**src/common/pxl_cfg.svh**
```systemverilog
// pxl_cfg.svh: offsets, field positions and reset values of the crossover
// and loopback control registers.
// assumes: included by its bare name wherever these constants are needed.
`ifndef PXL_CFG_SVH
`define PXL_CFG_SVH

// register addresses on the management interface (5-bit address)
`define PXL_ADDR_XOVER 5'h12
`define PXL_ADDR_LOOP 5'h13
`define PXL_ADDR_RXERR 5'h14

// crossover_and_error_select field positions
`define PXL_XO_RESOLVE 15
`define PXL_XO_CNT_FC 14
`define PXL_XO_CNT_SYM 13
`define PXL_XO_AUTO 10
`define PXL_XO_MANUAL_X 9
`define PXL_XO_DIAG 2
`define PXL_XO_MASK 16'hE604
`define PXL_XO_RESET 16'h8400

// loopback_select field positions
`define PXL_LB_MII 15
`define PXL_LB_DIGITAL 12
`define PXL_LB_DRIVER 10
`define PXL_LB_REMOTE 9
`define PXL_LB_CABLE 7
`define PXL_LB_TX_SUPP 6
`define PXL_LB_FORCE_LINK 0
`define PXL_LB_MASK 16'h96C1
`define PXL_LB_RESET 16'h1041

// receive error counter reset value
`define PXL_RXERR_RESET 16'h0000

`endif

```
**src/common/pxl_pkg.sv**
```systemverilog
// pxl_pkg.sv: types shared by the crossover and loopback control block.
// assumes: pxl_cfg.svh supplies the numeric constants.
package pxl_pkg;

  // speed of the link as resolved elsewhere in the transceiver
  typedef enum logic [1:0] {
    PXL_SPEED_10 = 2'h0,
    PXL_SPEED_100 = 2'h1,
    PXL_SPEED_1000 = 2'h2
  } pxl_speed_t;

  // one-hot sequencing of a forced speed request
  typedef enum logic [2:0] {
    PXL_ST_IDLE = 3'h1,
    PXL_ST_RESOLVE = 3'h2,
    PXL_ST_APPLY = 3'h4
  } pxl_state_t;

  // role of one line pair: transmit channel and receive channel (A..D = 0..3)
  typedef struct packed {
    logic used;
    logic [1:0] tx_chan;
    logic [1:0] rx_chan;
  } pxl_pair_t;

  // receive error events from the data path
  typedef struct packed {
    logic crc_err;
    logic symbol_err;
    logic false_carrier;
  } pxl_err_t;

  // loopback controls handed to the data path
  typedef struct packed {
    logic mii;
    logic digital;
    logic driver;
    logic remote;
    logic cable;
    logic tx_suppress;
  } pxl_loop_t;

endpackage

```
**src/hw/pxl_ctrl.sv**
```systemverilog
// pxl_ctrl.sv: crossover, receive error selection and loopback control
// registers of the transceiver, with the pair mapping they steer.
// assumes: a management interface front end hands one-cycle read and write
// strobes with a 5-bit register address, synchronous to clock_i.
`timescale 1ns/1ns
`include "pxl_cfg.svh"

module pxl_ctrl
  import pxl_pkg::*;
(
  // clock and reset
  input wire logic clock_i,
  input wire logic reset_i,
  // management register access
  input wire logic wr_en_i,
  input wire logic rd_en_i,
  input wire logic [4:0] addr_i,
  input wire logic [15:0] wdata_i,
  output logic [15:0] rdata_o,
  output logic rvalid_o,
  // link state from the rest of the transceiver
  input wire pxl_speed_t speed_i,
  input wire logic link_up_i,
  input wire logic auto_is_x_i,
  input wire logic cd_swapped_i,
  input wire logic force_speed_i,
  input wire logic xover_done_i,
  input wire pxl_err_t err_i,
  input wire logic loopback_main_i,
  // controls to the rest of the transceiver
  output pxl_pair_t [3:0] line_pair_o,
  output logic mdix_o,
  output logic resolving_o,
  output logic speed_apply_o,
  output logic diag_en_o,
  output pxl_loop_t loop_o,
  output logic line_tx_en_o,
  output logic link_status_o,
  output logic [15:0] rx_err_count_o
);

  ////////////////////////////////////////////////////////////////////////////
  // registers
  // both control words keep only their defined bits, so reserved
  // positions read back zero whatever software wrote

  logic [15:0] xover;
  logic [15:0] loopback;
  logic [15:0] rx_err;
  pxl_state_t state;
  pxl_state_t next_state;
  logic next_mdix;
  pxl_pair_t [3:0] next_pair;
  logic next_link;
  logic count_hit;
  logic [15:0] next_rx_err;

  // build one pair role
  function automatic pxl_pair_t pair_role(input logic used,
                                          input logic [1:0] tx,
                                          input logic [1:0] rx);
    pair_role = '{used: used, tx_chan: tx, rx_chan: rx};
  endfunction

  // one strobe aimed at one register; writes and the clear on read decode
  // through here, while the read data mux decodes addr_i in its own case statement
  function automatic logic addr_hit(input logic strobe,
                                    input logic [4:0] addr,
                                    input logic [4:0] target);
    addr_hit = strobe && (addr == target);
  endfunction

  // write crossover register; reserved bits never stored
  always_ff @(posedge clock_i) begin
    if (reset_i) begin
      xover <= `PXL_XO_RESET;
    end else if (addr_hit(wr_en_i, addr_i, `PXL_ADDR_XOVER)) begin
      xover <= wdata_i & `PXL_XO_MASK;
    end
  end

  // write loopback register
  always_ff @(posedge clock_i) begin
    if (reset_i) begin
      loopback <= `PXL_LB_RESET;
    end else if (addr_hit(wr_en_i, addr_i, `PXL_ADDR_LOOP)) begin
      loopback <= wdata_i & `PXL_LB_MASK;
    end
  end

  ////////////////////////////////////////////////////////////////////////////
  // receive error counter

  // base type chosen by the symbol bit, false carrier added on top
  always_comb begin
    count_hit = xover[`PXL_XO_CNT_SYM] ? err_i.symbol_err
                                       : err_i.crc_err;
    if (xover[`PXL_XO_CNT_FC] && err_i.false_carrier) begin
      count_hit = 1'b1;
    end
  end

  // next counter value: saturates rather than wrapping, so a flood of
  // errors between two reads still reads back as many, never as few.
  // a read clears it; an event in the same cycle as the read is kept as
  // the new first count so no error slips between two reads
  always_comb begin
    if (addr_hit(rd_en_i, addr_i, `PXL_ADDR_RXERR)) begin
      next_rx_err = {15'h0000, count_hit};
    end else if (count_hit && rx_err != 16'hFFFF) begin
      next_rx_err = rx_err + 16'h0001;
    end else begin
      next_rx_err = rx_err;
    end
  end

  // counter itself; only the device clears it, writes never reach it
  always_ff @(posedge clock_i) begin
    if (reset_i) begin
      rx_err <= `PXL_RXERR_RESET;
    end else begin
      rx_err <= next_rx_err;
    end
  end

  ////////////////////////////////////////////////////////////////////////////
  // register read port; unmapped addresses read zero. the answer comes one
  // cycle after the strobe with rvalid, and rdata holds until the next read
  // so a slow station may still pick it up later

  always_ff @(posedge clock_i) begin
    if (reset_i) begin
      rdata_o <= 16'h0000;
      rvalid_o <= 1'b0;
    end else begin
      rvalid_o <= rd_en_i;
      if (rd_en_i) begin
        case (addr_i)
          `PXL_ADDR_XOVER: rdata_o <= xover;
          `PXL_ADDR_LOOP: rdata_o <= loopback;
          `PXL_ADDR_RXERR: rdata_o <= rx_err;
          default: rdata_o <= 16'h0000;
        endcase
      end
    end
  end

  ////////////////////////////////////////////////////////////////////////////
  // forced speed sequencing

  // a forced speed waits for crossover to settle only when asked to.
  // with manual crossover there is nothing to settle, so the wait ends at
  // once. limitation: a request that arrives while one is still in flight
  // is dropped; the station must wait for speed_apply_o before repeating
  always_comb begin
    next_state = state;
    case (state)
      PXL_ST_IDLE: begin
        if (force_speed_i) begin
          next_state = xover[`PXL_XO_RESOLVE] ? PXL_ST_RESOLVE
                                              : PXL_ST_APPLY;
        end
      end
      PXL_ST_RESOLVE: begin
        if (xover_done_i || !xover[`PXL_XO_AUTO]) begin
          next_state = PXL_ST_APPLY;
        end
      end
      PXL_ST_APPLY: begin
        next_state = PXL_ST_IDLE;
      end
      default: begin
        next_state = PXL_ST_IDLE;
      end
    endcase
  end

  // sequencer state
  always_ff @(posedge clock_i) begin
    if (reset_i) begin
      state <= PXL_ST_IDLE;
    end else begin
      state <= next_state;
    end
  end

  // strobes decoded from the next state so they line up with the state
  // register instead of trailing it by a cycle
  always_ff @(posedge clock_i) begin
    if (reset_i) begin
      resolving_o <= 1'b0;
      speed_apply_o <= 1'b0;
    end else begin
      resolving_o <= (next_state == PXL_ST_RESOLVE);
      speed_apply_o <= (next_state == PXL_ST_APPLY);
    end
  end

  ////////////////////////////////////////////////////////////////////////////
  // crossover and pair mapping

  // auto detection overrides the manual bit; C/D swap corrected at 1000 speed only.
  // the swap detector runs in both modes, since a manual MDI-X setting
  // says nothing about how pairs C and D were wired at the far end
  always_comb begin
    next_mdix = xover[`PXL_XO_AUTO] ? auto_is_x_i
                                    : xover[`PXL_XO_MANUAL_X];
    if (speed_i == PXL_SPEED_1000) begin
      if (!next_mdix) begin
        next_pair[0] = pair_role(1'b1, 2'h0, 2'h1);
        next_pair[1] = pair_role(1'b1, 2'h1, 2'h0);
      end else begin
        next_pair[0] = pair_role(1'b1, 2'h1, 2'h0);
        next_pair[1] = pair_role(1'b1, 2'h0, 2'h1);
      end
      // cd_swapped flips C and D roles on pairs 2 and 3
      if (next_mdix ^ cd_swapped_i) begin
        next_pair[2] = pair_role(1'b1, 2'h3, 2'h2);
        next_pair[3] = pair_role(1'b1, 2'h2, 2'h3);
      end else begin
        next_pair[2] = pair_role(1'b1, 2'h2, 2'h3);
        next_pair[3] = pair_role(1'b1, 2'h3, 2'h2);
      end
    end else begin
      // 10/100: one pair each way, tx and rx both on channel A.
      // limitation: used marks the transmitting pair only; the receiving
      // pair is the other one of pairs 0 and 1
      next_pair[0] = pair_role(1'b1, next_mdix ? 2'h0 : 2'h0, 2'h0);
      next_pair[1] = pair_role(1'b1, 2'h0, 2'h0);
      next_pair[0].used = !next_mdix; // pair 0 transmits in MDI
      next_pair[1].used = next_mdix; // pair 1 transmits in MDI-X
      next_pair[2] = pair_role(1'b0, 2'h0, 2'h0);
      next_pair[3] = pair_role(1'b0, 2'h0, 2'h0);
    end
  end

  // effective crossover setting as reported to the rest of the transceiver
  always_ff @(posedge clock_i) begin
    if (reset_i) begin
      mdix_o <= 1'b0;
    end else begin
      mdix_o <= next_mdix;
    end
  end

  // pair roles; registered so the analog side never sees a half-changed
  // mapping while speed and crossover move in the same cycle
  always_ff @(posedge clock_i) begin
    if (reset_i) begin
      line_pair_o <= '0;
    end else begin
      line_pair_o <= next_pair;
    end
  end

  ////////////////////////////////////////////////////////////////////////////
  // loopback, diagnostics and link status

  // MII loopback reports the forced value; other modes follow the link.
  // the forced value also needs the main loopback bit, loopback_main_i, to be set
  always_comb begin
    if (loopback_main_i && loopback[`PXL_LB_MII]) begin
      next_link = loopback[`PXL_LB_FORCE_LINK];
    end else begin
      next_link = link_up_i;
    end
  end

  // loopback selections to the data path, one cycle behind the register
  always_ff @(posedge clock_i) begin
    if (reset_i) begin
      loop_o <= '0;
    end else begin
      loop_o.mii <= loopback[`PXL_LB_MII];
      loop_o.digital <= loopback[`PXL_LB_DIGITAL];
      loop_o.driver <= loopback[`PXL_LB_DRIVER];
      loop_o.remote <= loopback[`PXL_LB_REMOTE];
      loop_o.cable <= loopback[`PXL_LB_CABLE];
      loop_o.tx_suppress <= loopback[`PXL_LB_TX_SUPP];
    end
  end

  // line transmit gate; suppression only bites in digital loopback, every
  // other mode leaves the line driver running
  always_ff @(posedge clock_i) begin
    if (reset_i) begin
      line_tx_en_o <= 1'b0;
    end else begin
      line_tx_en_o <= !(loopback[`PXL_LB_DIGITAL]
                        && loopback[`PXL_LB_TX_SUPP]);
    end
  end

  // diagnostics gate; keeping it off while a link is up is left to
  // software, since link analysis runs without it anyway
  always_ff @(posedge clock_i) begin
    if (reset_i) begin
      diag_en_o <= 1'b0;
    end else begin
      diag_en_o <= xover[`PXL_XO_DIAG];
    end
  end

  // link status as reported to the controller
  always_ff @(posedge clock_i) begin
    if (reset_i) begin
      link_status_o <= 1'b0;
    end else begin
      link_status_o <= next_link;
    end
  end

  // counter copy for the data path, trailing the counter by one cycle
  always_ff @(posedge clock_i) begin
    if (reset_i) begin
      rx_err_count_o <= `PXL_RXERR_RESET;
    end else begin
      rx_err_count_o <= rx_err;
    end
  end

endmodule // pxl_ctrl

```
**config.mk**
```make
export PLATFORM = sky130hd
export DESIGN_NAME = pxl_ctrl
export DESIGN_NICKNAME = d
export VERILOG_FILES = /design/src/common/pxl_pkg.sv /design/src/hw/pxl_ctrl.sv
export VERILOG_INCLUDE_DIRS = /design/src /design/src/common
export SDC_FILE = /design/constraint.sdc
export NUM_CORES = 1
export LEC_CHECK = 0
export BUFFER_PORTS_ARGS = -buffer_cell sky130_fd_sc_hd__buf_2
export CORE_MARGIN = 2
export CORE_UTILIZATION = 40
export CTS_BUF_LIST = sky130_fd_sc_hd__clkbuf_8 sky130_fd_sc_hd__clkbuf_16
export CTS_CLUSTER_DIAMETER = 120
export CTS_CLUSTER_SIZE = 28
export DETAILED_ROUTE_END_ITERATION = 10
export GPL_ROUTABILITY_DRIVEN = 0
export SYNTH_ARGS = -nofsm -noshare
export SYNTH_HDL_FRONTEND = slang
export SYNTH_SLANG_ARGS = --single-unit
export TNS_END_PERCENT = 10
```
**constraint.sdc**
```tcl
create_clock -name clock_i -period 1.7 [get_ports clock_i]
set_input_delay 0.085 -clock clock_i [delete_from_list [all_inputs] [get_ports clock_i]]
set_output_delay 0.085 -clock clock_i [all_outputs]
set_load 0.1 [all_outputs]
```
==> flow_metrics.tcl, run 1 <==
set metrics [dict create \
    totalWireLength_mm 7.83 \
    hpwl_mm 5.59 \
    clkPwrFrac_pct 37.0 \
    ant_nets 0 \
    switchingPower_mw 1.17 \
    io_buffer_count 90 \
    syn_to_final_growth_pct 29.9 \
    rows 33 \
    r2r_slack_ps 50 \
    place_ws_ps 96.3 \
    yosysTopAreaCell "dfxtp_1" \
    max_cap_violations 0 \
    timing.rr.start "rx_err[0]" \
    setup_viol 0 \
    ys_seq_area_share_pct 51.2 \
    status "completed" \
    antenna_found_initial 0 \
    wire_per_inst_um 13.8 \
    tritoncts "built" \
    p_leak_nw 1.85 \
    critical_path_class "reg2reg" \
    drive_gt1_share_pct 32.8 \
    io_pins 101 \
    cts-buffers-inserted 9 \
    min_period_ps 1650 \
    synth_warnings 0 \
    synthDistinctLibCells 42 \
    timing_hold_violations_final 0 \
    worstPathArrival_ps 1920 \
    die_x_um 94.6 \
    drt-pass1-iter-count 4 \
    die_h_um 94.6 \
    syn_area_sq_um 3280 \
    async_flop_share_pct 0 \
    synth_top_area_share_pct 51.2 \
    cp_max_fo 5 \
    synth_area_leaders "dfxtp_1 51%, nand3_1 5.3%, nor2b_1 4.8%" \
    p_int_mw 3.00 \
    hold_path.class "in2reg" \
    startpoint_type "flip-flop" \
    crit_end "rx_err[5]" \
    rsz0062_at_grt "true" \
    ys_seq_elements 84 \
    maxSlewViolCount 0 \
    critical_path.startpoint "rx_err[0]" \
    ys.flop_type "dfxtp_1" \
    pwr-share-comb_pct 14.3 \
    setup_tns_ps 0 \
    path_clk_slew_ps 80 \
    clock_latency_ps 340 \
    first_iter_violations 154 \
    timing.critical_path.to_type "flip-flop" \
    r2r_end "rx_err[5]" \
    syn_inst 346 \
    cts.sinks 84 \
    worst_clock_skew_ps 10.2 \
    die_area_sq_um 8950 \
    root_buffer "clkbuf_8" \
    initial_core_util_pct 40.6 \
    grt_usage_pct 18.0 \
    grt-ovfl-total 0 \
    synth-edff-count 0 \
    grt_max_degree 47 \
    power.density_nw_per_um2 977 \
    vias 2720 \
    grt_pass1_vias 2511 \
    swShare_pct 28.1 \
    diodes 0 \
    drc 0 \
    worst_slack_ps 47.3 \
    r2r.worst_path.cells 7 \
    layout_commonest_cell "buf_2" \
    postPlaceCellArea_sq_um 3900 \
    layout_common_cells "90 x buf_2, 81 x dfxtp_1, 35 x nand3_1, 30 x nand2_1, 29 x buf_4" \
    period_share_pct 97.2 \
    core_sq_um 8090 \
    syn_avg_cell_area_sq_um 9.49 \
    critPathRequiredTime_ps 1970 \
    final_nets 495 \
    final_area_sq_um 4260 \
    via_per_inst 4.79 \
    irDropWorstVdd_v 0.000443 \
    power_frac_seq_pct 48.7 \
    clockBufferDepth 2 \
    fmaxAchievable_ghz 0.605 \
    cts_max_level 3 \
    grt_pass1_wl_mm 12.4 \
]
## cell type report
type / count / area (sq um)
Sequential cell: 84 / 1690
Inverter: 4 / 15.0
Clock inverter: 6 / 80.1
Fill cell: 791 / 3830
Tap cell: 105 / 131
Multi-Input combinational cell: 228 / 1430
Clock buffer: 10 / 138
Timing Repair Buffer: 131 / 790
## worst min path at each step
| stage | to | slack (ps) | cells past startpoint | startpoint |
|---|---|---|---|---|
| final | loopback[10] | 30 | 3 | wdata_i[10] |
| after floorplan | link_status_o | 230 | 2 | link_up_i |
| after CTS | loopback[10] | 7 | 3 | wdata_i[10] |
| after global placement | loopback[6] | 320 | 3 | wdata_i[6] |
| after detailed placement | loopback[12] | 330 | 3 | wdata_i[12] |
| after global routing | xover[10] | 20 | 3 | wdata_i[10] |
## worst max-delay path, cell delays in order, from the launching register on
cell     delay (ps)
dfxtp_2         340
ha_4            160
and3_4          180
nand3_4         110
o31ai_4         100
buf_4           160
or4_1           390
a21oi_1         130
## sequential cells by signal (all words and copies together), names as in the netlist, 3 cells and up
name	count
line_pair_o	7
loop_o	6
loopback	7
rdata_o	16
rx_err	16
rx_err_count_o	16
state	3
xover	6
## per-layer routing
layer	share of wire [%]	wire length [um]	up-vias	track usage (%)
met3	3.9	307	10	2.71
met5	0	0	-	0
met2	46	3570	70	28.7
met1	49	3860	1235	24.5
li1	-	-	1405	-
met4	1.3	100	0	7.13
## cells in the mapped netlist, types with 2 or more instances
cell,n
nor3_1,4
nand2b_1,10
buf_2,4
or4_1,2
mux2i_1,3
nand2_1,30
clkbuf_1,13
xor2_1,7
nor2_1,24
nand3_1,35
mux2_2,4
nor3b_1,2
buf_6,2
a211oi_1,12
nor2b_1,25
a21oi_1,24
and2_1,2
dfxtp_1,84
or3_1,2
buf_4,13
inv_1,4
nand4_1,3
o21ai_0,3
a2111oi_4,2
a22oi_1,11
nor3_2,2
and3_1,4
## what timing repair did
item | CTS | global route
hold endpoints to repair | 12 | 0
resized for setup | 0 | 8
setup buffers | 0 | 1
hold buffers | 11 | 0
setup endpoints to repair | 0 | 9
## through the flow
step | utilization, % | cells | power [mW] | hold slack (ps)
after floorplan | - | 349 | 2.54 | 225
after global placement | 48.2 | 540 | 2.64 | 322
after detailed placement | 48.2 | 540 | 2.64 | 334
after CTS | 52.2 | 567 | 4.20 | 7.13
after global routing | 52.7 | 568 | 4.33 | 20.5
final | 52.7 | 568 | 4.17 | 27.5
## cells by family after synthesis
family	Yosys count	share of synthesized area, %
xor gates and xnor gates	8	2.14
and+or+nand+nor	151	24.8
DFF	84	51.2
other	1	0.114
adders and majority gates	1	0.381
buffers and inverters	37	6.37
AOI/OAI and AO/OA	57	12.7
muxes	7	2.29
## power groups by stage
stage	combinational (mW)	clock [mW]	sequential, mW
2_1_floorplan	0.236	0	2.30
3_3_place_gp	0.567	0	2.07
3_5_place_dp	0.570	0	2.07
4_1_cts	0.590	1.59	2.03
5_1_grt	0.624	1.67	2.04
6_report	0.594	1.54	2.03
(Power assumes the default switching activity.)
==> inputs of run 2 (changes only) <==
--- a/config.mk
+++ b/config.mk
@@ -6,6 +6,7 @@
 export SDC_FILE = /design/constraint.sdc
 export NUM_CORES = 1
 export LEC_CHECK = 0
+export ABC_AREA = 1
 export BUFFER_PORTS_ARGS = -buffer_cell sky130_fd_sc_hd__buf_2
 export CORE_MARGIN = 2
 export CORE_UTILIZATION = 40
==> run 2 against run 1 <==
Net effect:
- count of clock-buffer cells in the layout decreased by 1
- clock power about the same
- hold slack worse by 10 ps
- total power decreased by 2.0%
- die area is 1.7% higher
==> flow_metrics.tcl, run 2 <==
set metrics [dict create \
    final_cells 657 \
    p_leak_nw 2.03 \
    syn_area_sq_um 3340 \
    power.density_nw_per_um2 978 \
    ys_seq_area_share_pct 50.3 \
    cts-buffers-inserted 9 \
    crit_path_top_delay_cell "dfxtp_1" \
    worstMarginPinSlew_ps 668 \
    cpLargestDelayFamily "simple AND/OR/NAND/NOR gates" \
    via_per_inst 4.66 \
    totalWireLength_mm 8.30 \
    grt_pass1_vias 2803 \
    clockBufferDepth 2 \
    path_cells "ha_1 -> nand2_1 -> nor2_1 -> nand2_2 -> nor2_4 -> nor2_4 -> buf_4 -> nand2_1 -> nand2_1 -> nand2_1 -> nor2_1" \
    slew_headroom_pct 55.0 \
    drt-pass1-iter-count 4 \
    ys.flop_type "dfxtp_1" \
    r2r_slack_ps 230 \
    hpwl_mm 6.22 \
    initial_core_util_pct 40.9 \
    grt_usage_pct 19.1 \
    setup_tns_ps 0 \
    syn_avg_cell_area_sq_um 7.51 \
    synthTopCellsByCount "104 x nand2_1, 84 x dfxtp_1, 60 x nor2_1, 51 x inv_1, 33 x a21oi_1" \
    largestRegisters "rdata_o x16, rx_err x16, rx_err_count_o x16" \
    irDropWorstVdd_v 0.000502 \
    cts_max_level 3 \
    slowest_delay_ps 340 \
    tritoncts "built" \
    final_nets 584 \
    postCtsHoldBufs 8 \
    drive_gt1_share_pct 24.6 \
    die_h_um 95.4 \
    die_area_sq_um 9100 \
    min_period_ps 1470 \
    layout_commonest_cell "nand2_1" \
    grt_max_degree 46 \
    critical_path_class "reg2reg" \
    maxSlewViolCount 0 \
    syn_to_final_growth_pct 25.0 \
    timing_hold_violations_final 0 \
    critPathRequiredTime_ps 1960 \
    setup_viol 0 \
    async_flop_share_pct 0 \
    grt-ovfl-total 0 \
    root_buffer "clkbuf_8" \
    rows 33 \
    period_share_pct 86.6 \
    status "completed" \
    dpl.cell_count 633 \
    synth-edff-count 0 \
    cts_resized 0 \
    worst_path_most_repeated_cell "nand2_1" \
    die_x_um 95.4 \
    worst_clock_skew_ps 8.24 \
    synth.most_common_cell "nand2_1" \
    core_sq_um 8180 \
    worst_slack_ps 229 \
    startpoint_type "flip-flop" \
    hold_path.class "in2reg" \
    antenna_found_initial 0 \
    postPlaceCellArea_sq_um 3880 \
    cp_max_fo 8 \
    timing.critical_path.to_type "flip-flop" \
    final_area_sq_um 4180 \
    synth_area_leaders "dfxtp_1 50%, nand2_1 12%, nor2_1 6.7%" \
    wire_per_inst_um 12.6 \
    synth_top_area_share_pct 50.3 \
    grt_pass1_wl_mm 13.2 \
    io_pins 101 \
    clock_latency_ps 360 \
    path_buf_inv 1 \
    ys_seq_elements 84 \
    first_iter_violations 127 \
    fmaxAchievable_ghz 0.680 \
    synthDistinctLibCells 29 \
    diodes 0 \
    yosysTopAreaCell "dfxtp_1" \
    syn_inst 445 \
    io_buffer_count 90 \
    place_ws_ps 218 \
    cts_setup_buffers 0 \
    layout_common_cells "104 x nand2_1, 90 x buf_2, 84 x dfxtp_1, 60 x nor2_1, 52 x inv_1" \
    worstPathArrival_ps 1730 \
    ant_nets 0 \
    path_clk_slew_ps 80 \
    drc 0 \
    vias 3064 \
    synth_warnings 0 \
    cts.sinks 84 \
    rsz0062_at_grt "false" \
    max_cap_violations 0 \
]
[run 2: final timing paths]
| check | endpoint | start | cells after the start |
|---|---|---|---|
| min reg2reg | line_tx_en_o | loopback[6] | 1 |
| max reg2reg | rx_err[8] | rx_err[0] | 11 |
| min | link_status_o | link_up_i | 3 |
| max | rx_err[8] | rx_err[0] | 11 |
[run 2: power breakdown]
group / leakage (nW) / switching (mW) / internal [mW] / total, mW
Clock: 0.111 / 0.723 / 0.822 / 1.54
Combinational: 1.24 / 0.414 / 0.107 / 0.521
Sequential: 0.681 / 0.0136 / 2.00 / 2.02
[run 2: per-layer routing]
layer  track usage [%]  share of wire, %
met5                 0                 0
met4              8.21               2.0
met3              3.72               6.5
met2              32.2                46
met1              23.7                45
[run 2: worst min-delay path: stages]
cell and delay [ps]:
buf_2 100, a21oi_1 100, a311oi_1 50
[run 2: cell type report]
cell class,count,area [sq um]
clock buffer,9,124
clock inverter,7,90.1
fill,809,4000
inverter,56,210
multi-input combinational,285,1310
sequential,84,1680
tap,105,131
timing repair buffer,111,628
[run 2: cells by family (layout without fill, tap and decap cells)]
logic type                 count (synthesis)  in the layout  synth area share [%]
and+or+nand+nor                          215            215                  27.5
DFF                                       84             84                  50.3
buffers and inverters                     79            183                  10.7
AOI/OAI and AO/OA                         59             59                  9.36
xor gates and xnor gates                   6              6                  1.57
adders and majority gates                  1              1                 0.374
other                                      1              4                 0.112
[run 2: metrics by stage]
stage	hold WS, ps	power [mW]	util [%]
after CTS	2.83	4.12	51.1
after detailed placement	305	2.57	47.5
after global routing	49.5	4.24	51.1
after floorplan	204	2.48	-
final	17.3	4.08	51.1
after global placement	308	2.57	47.5
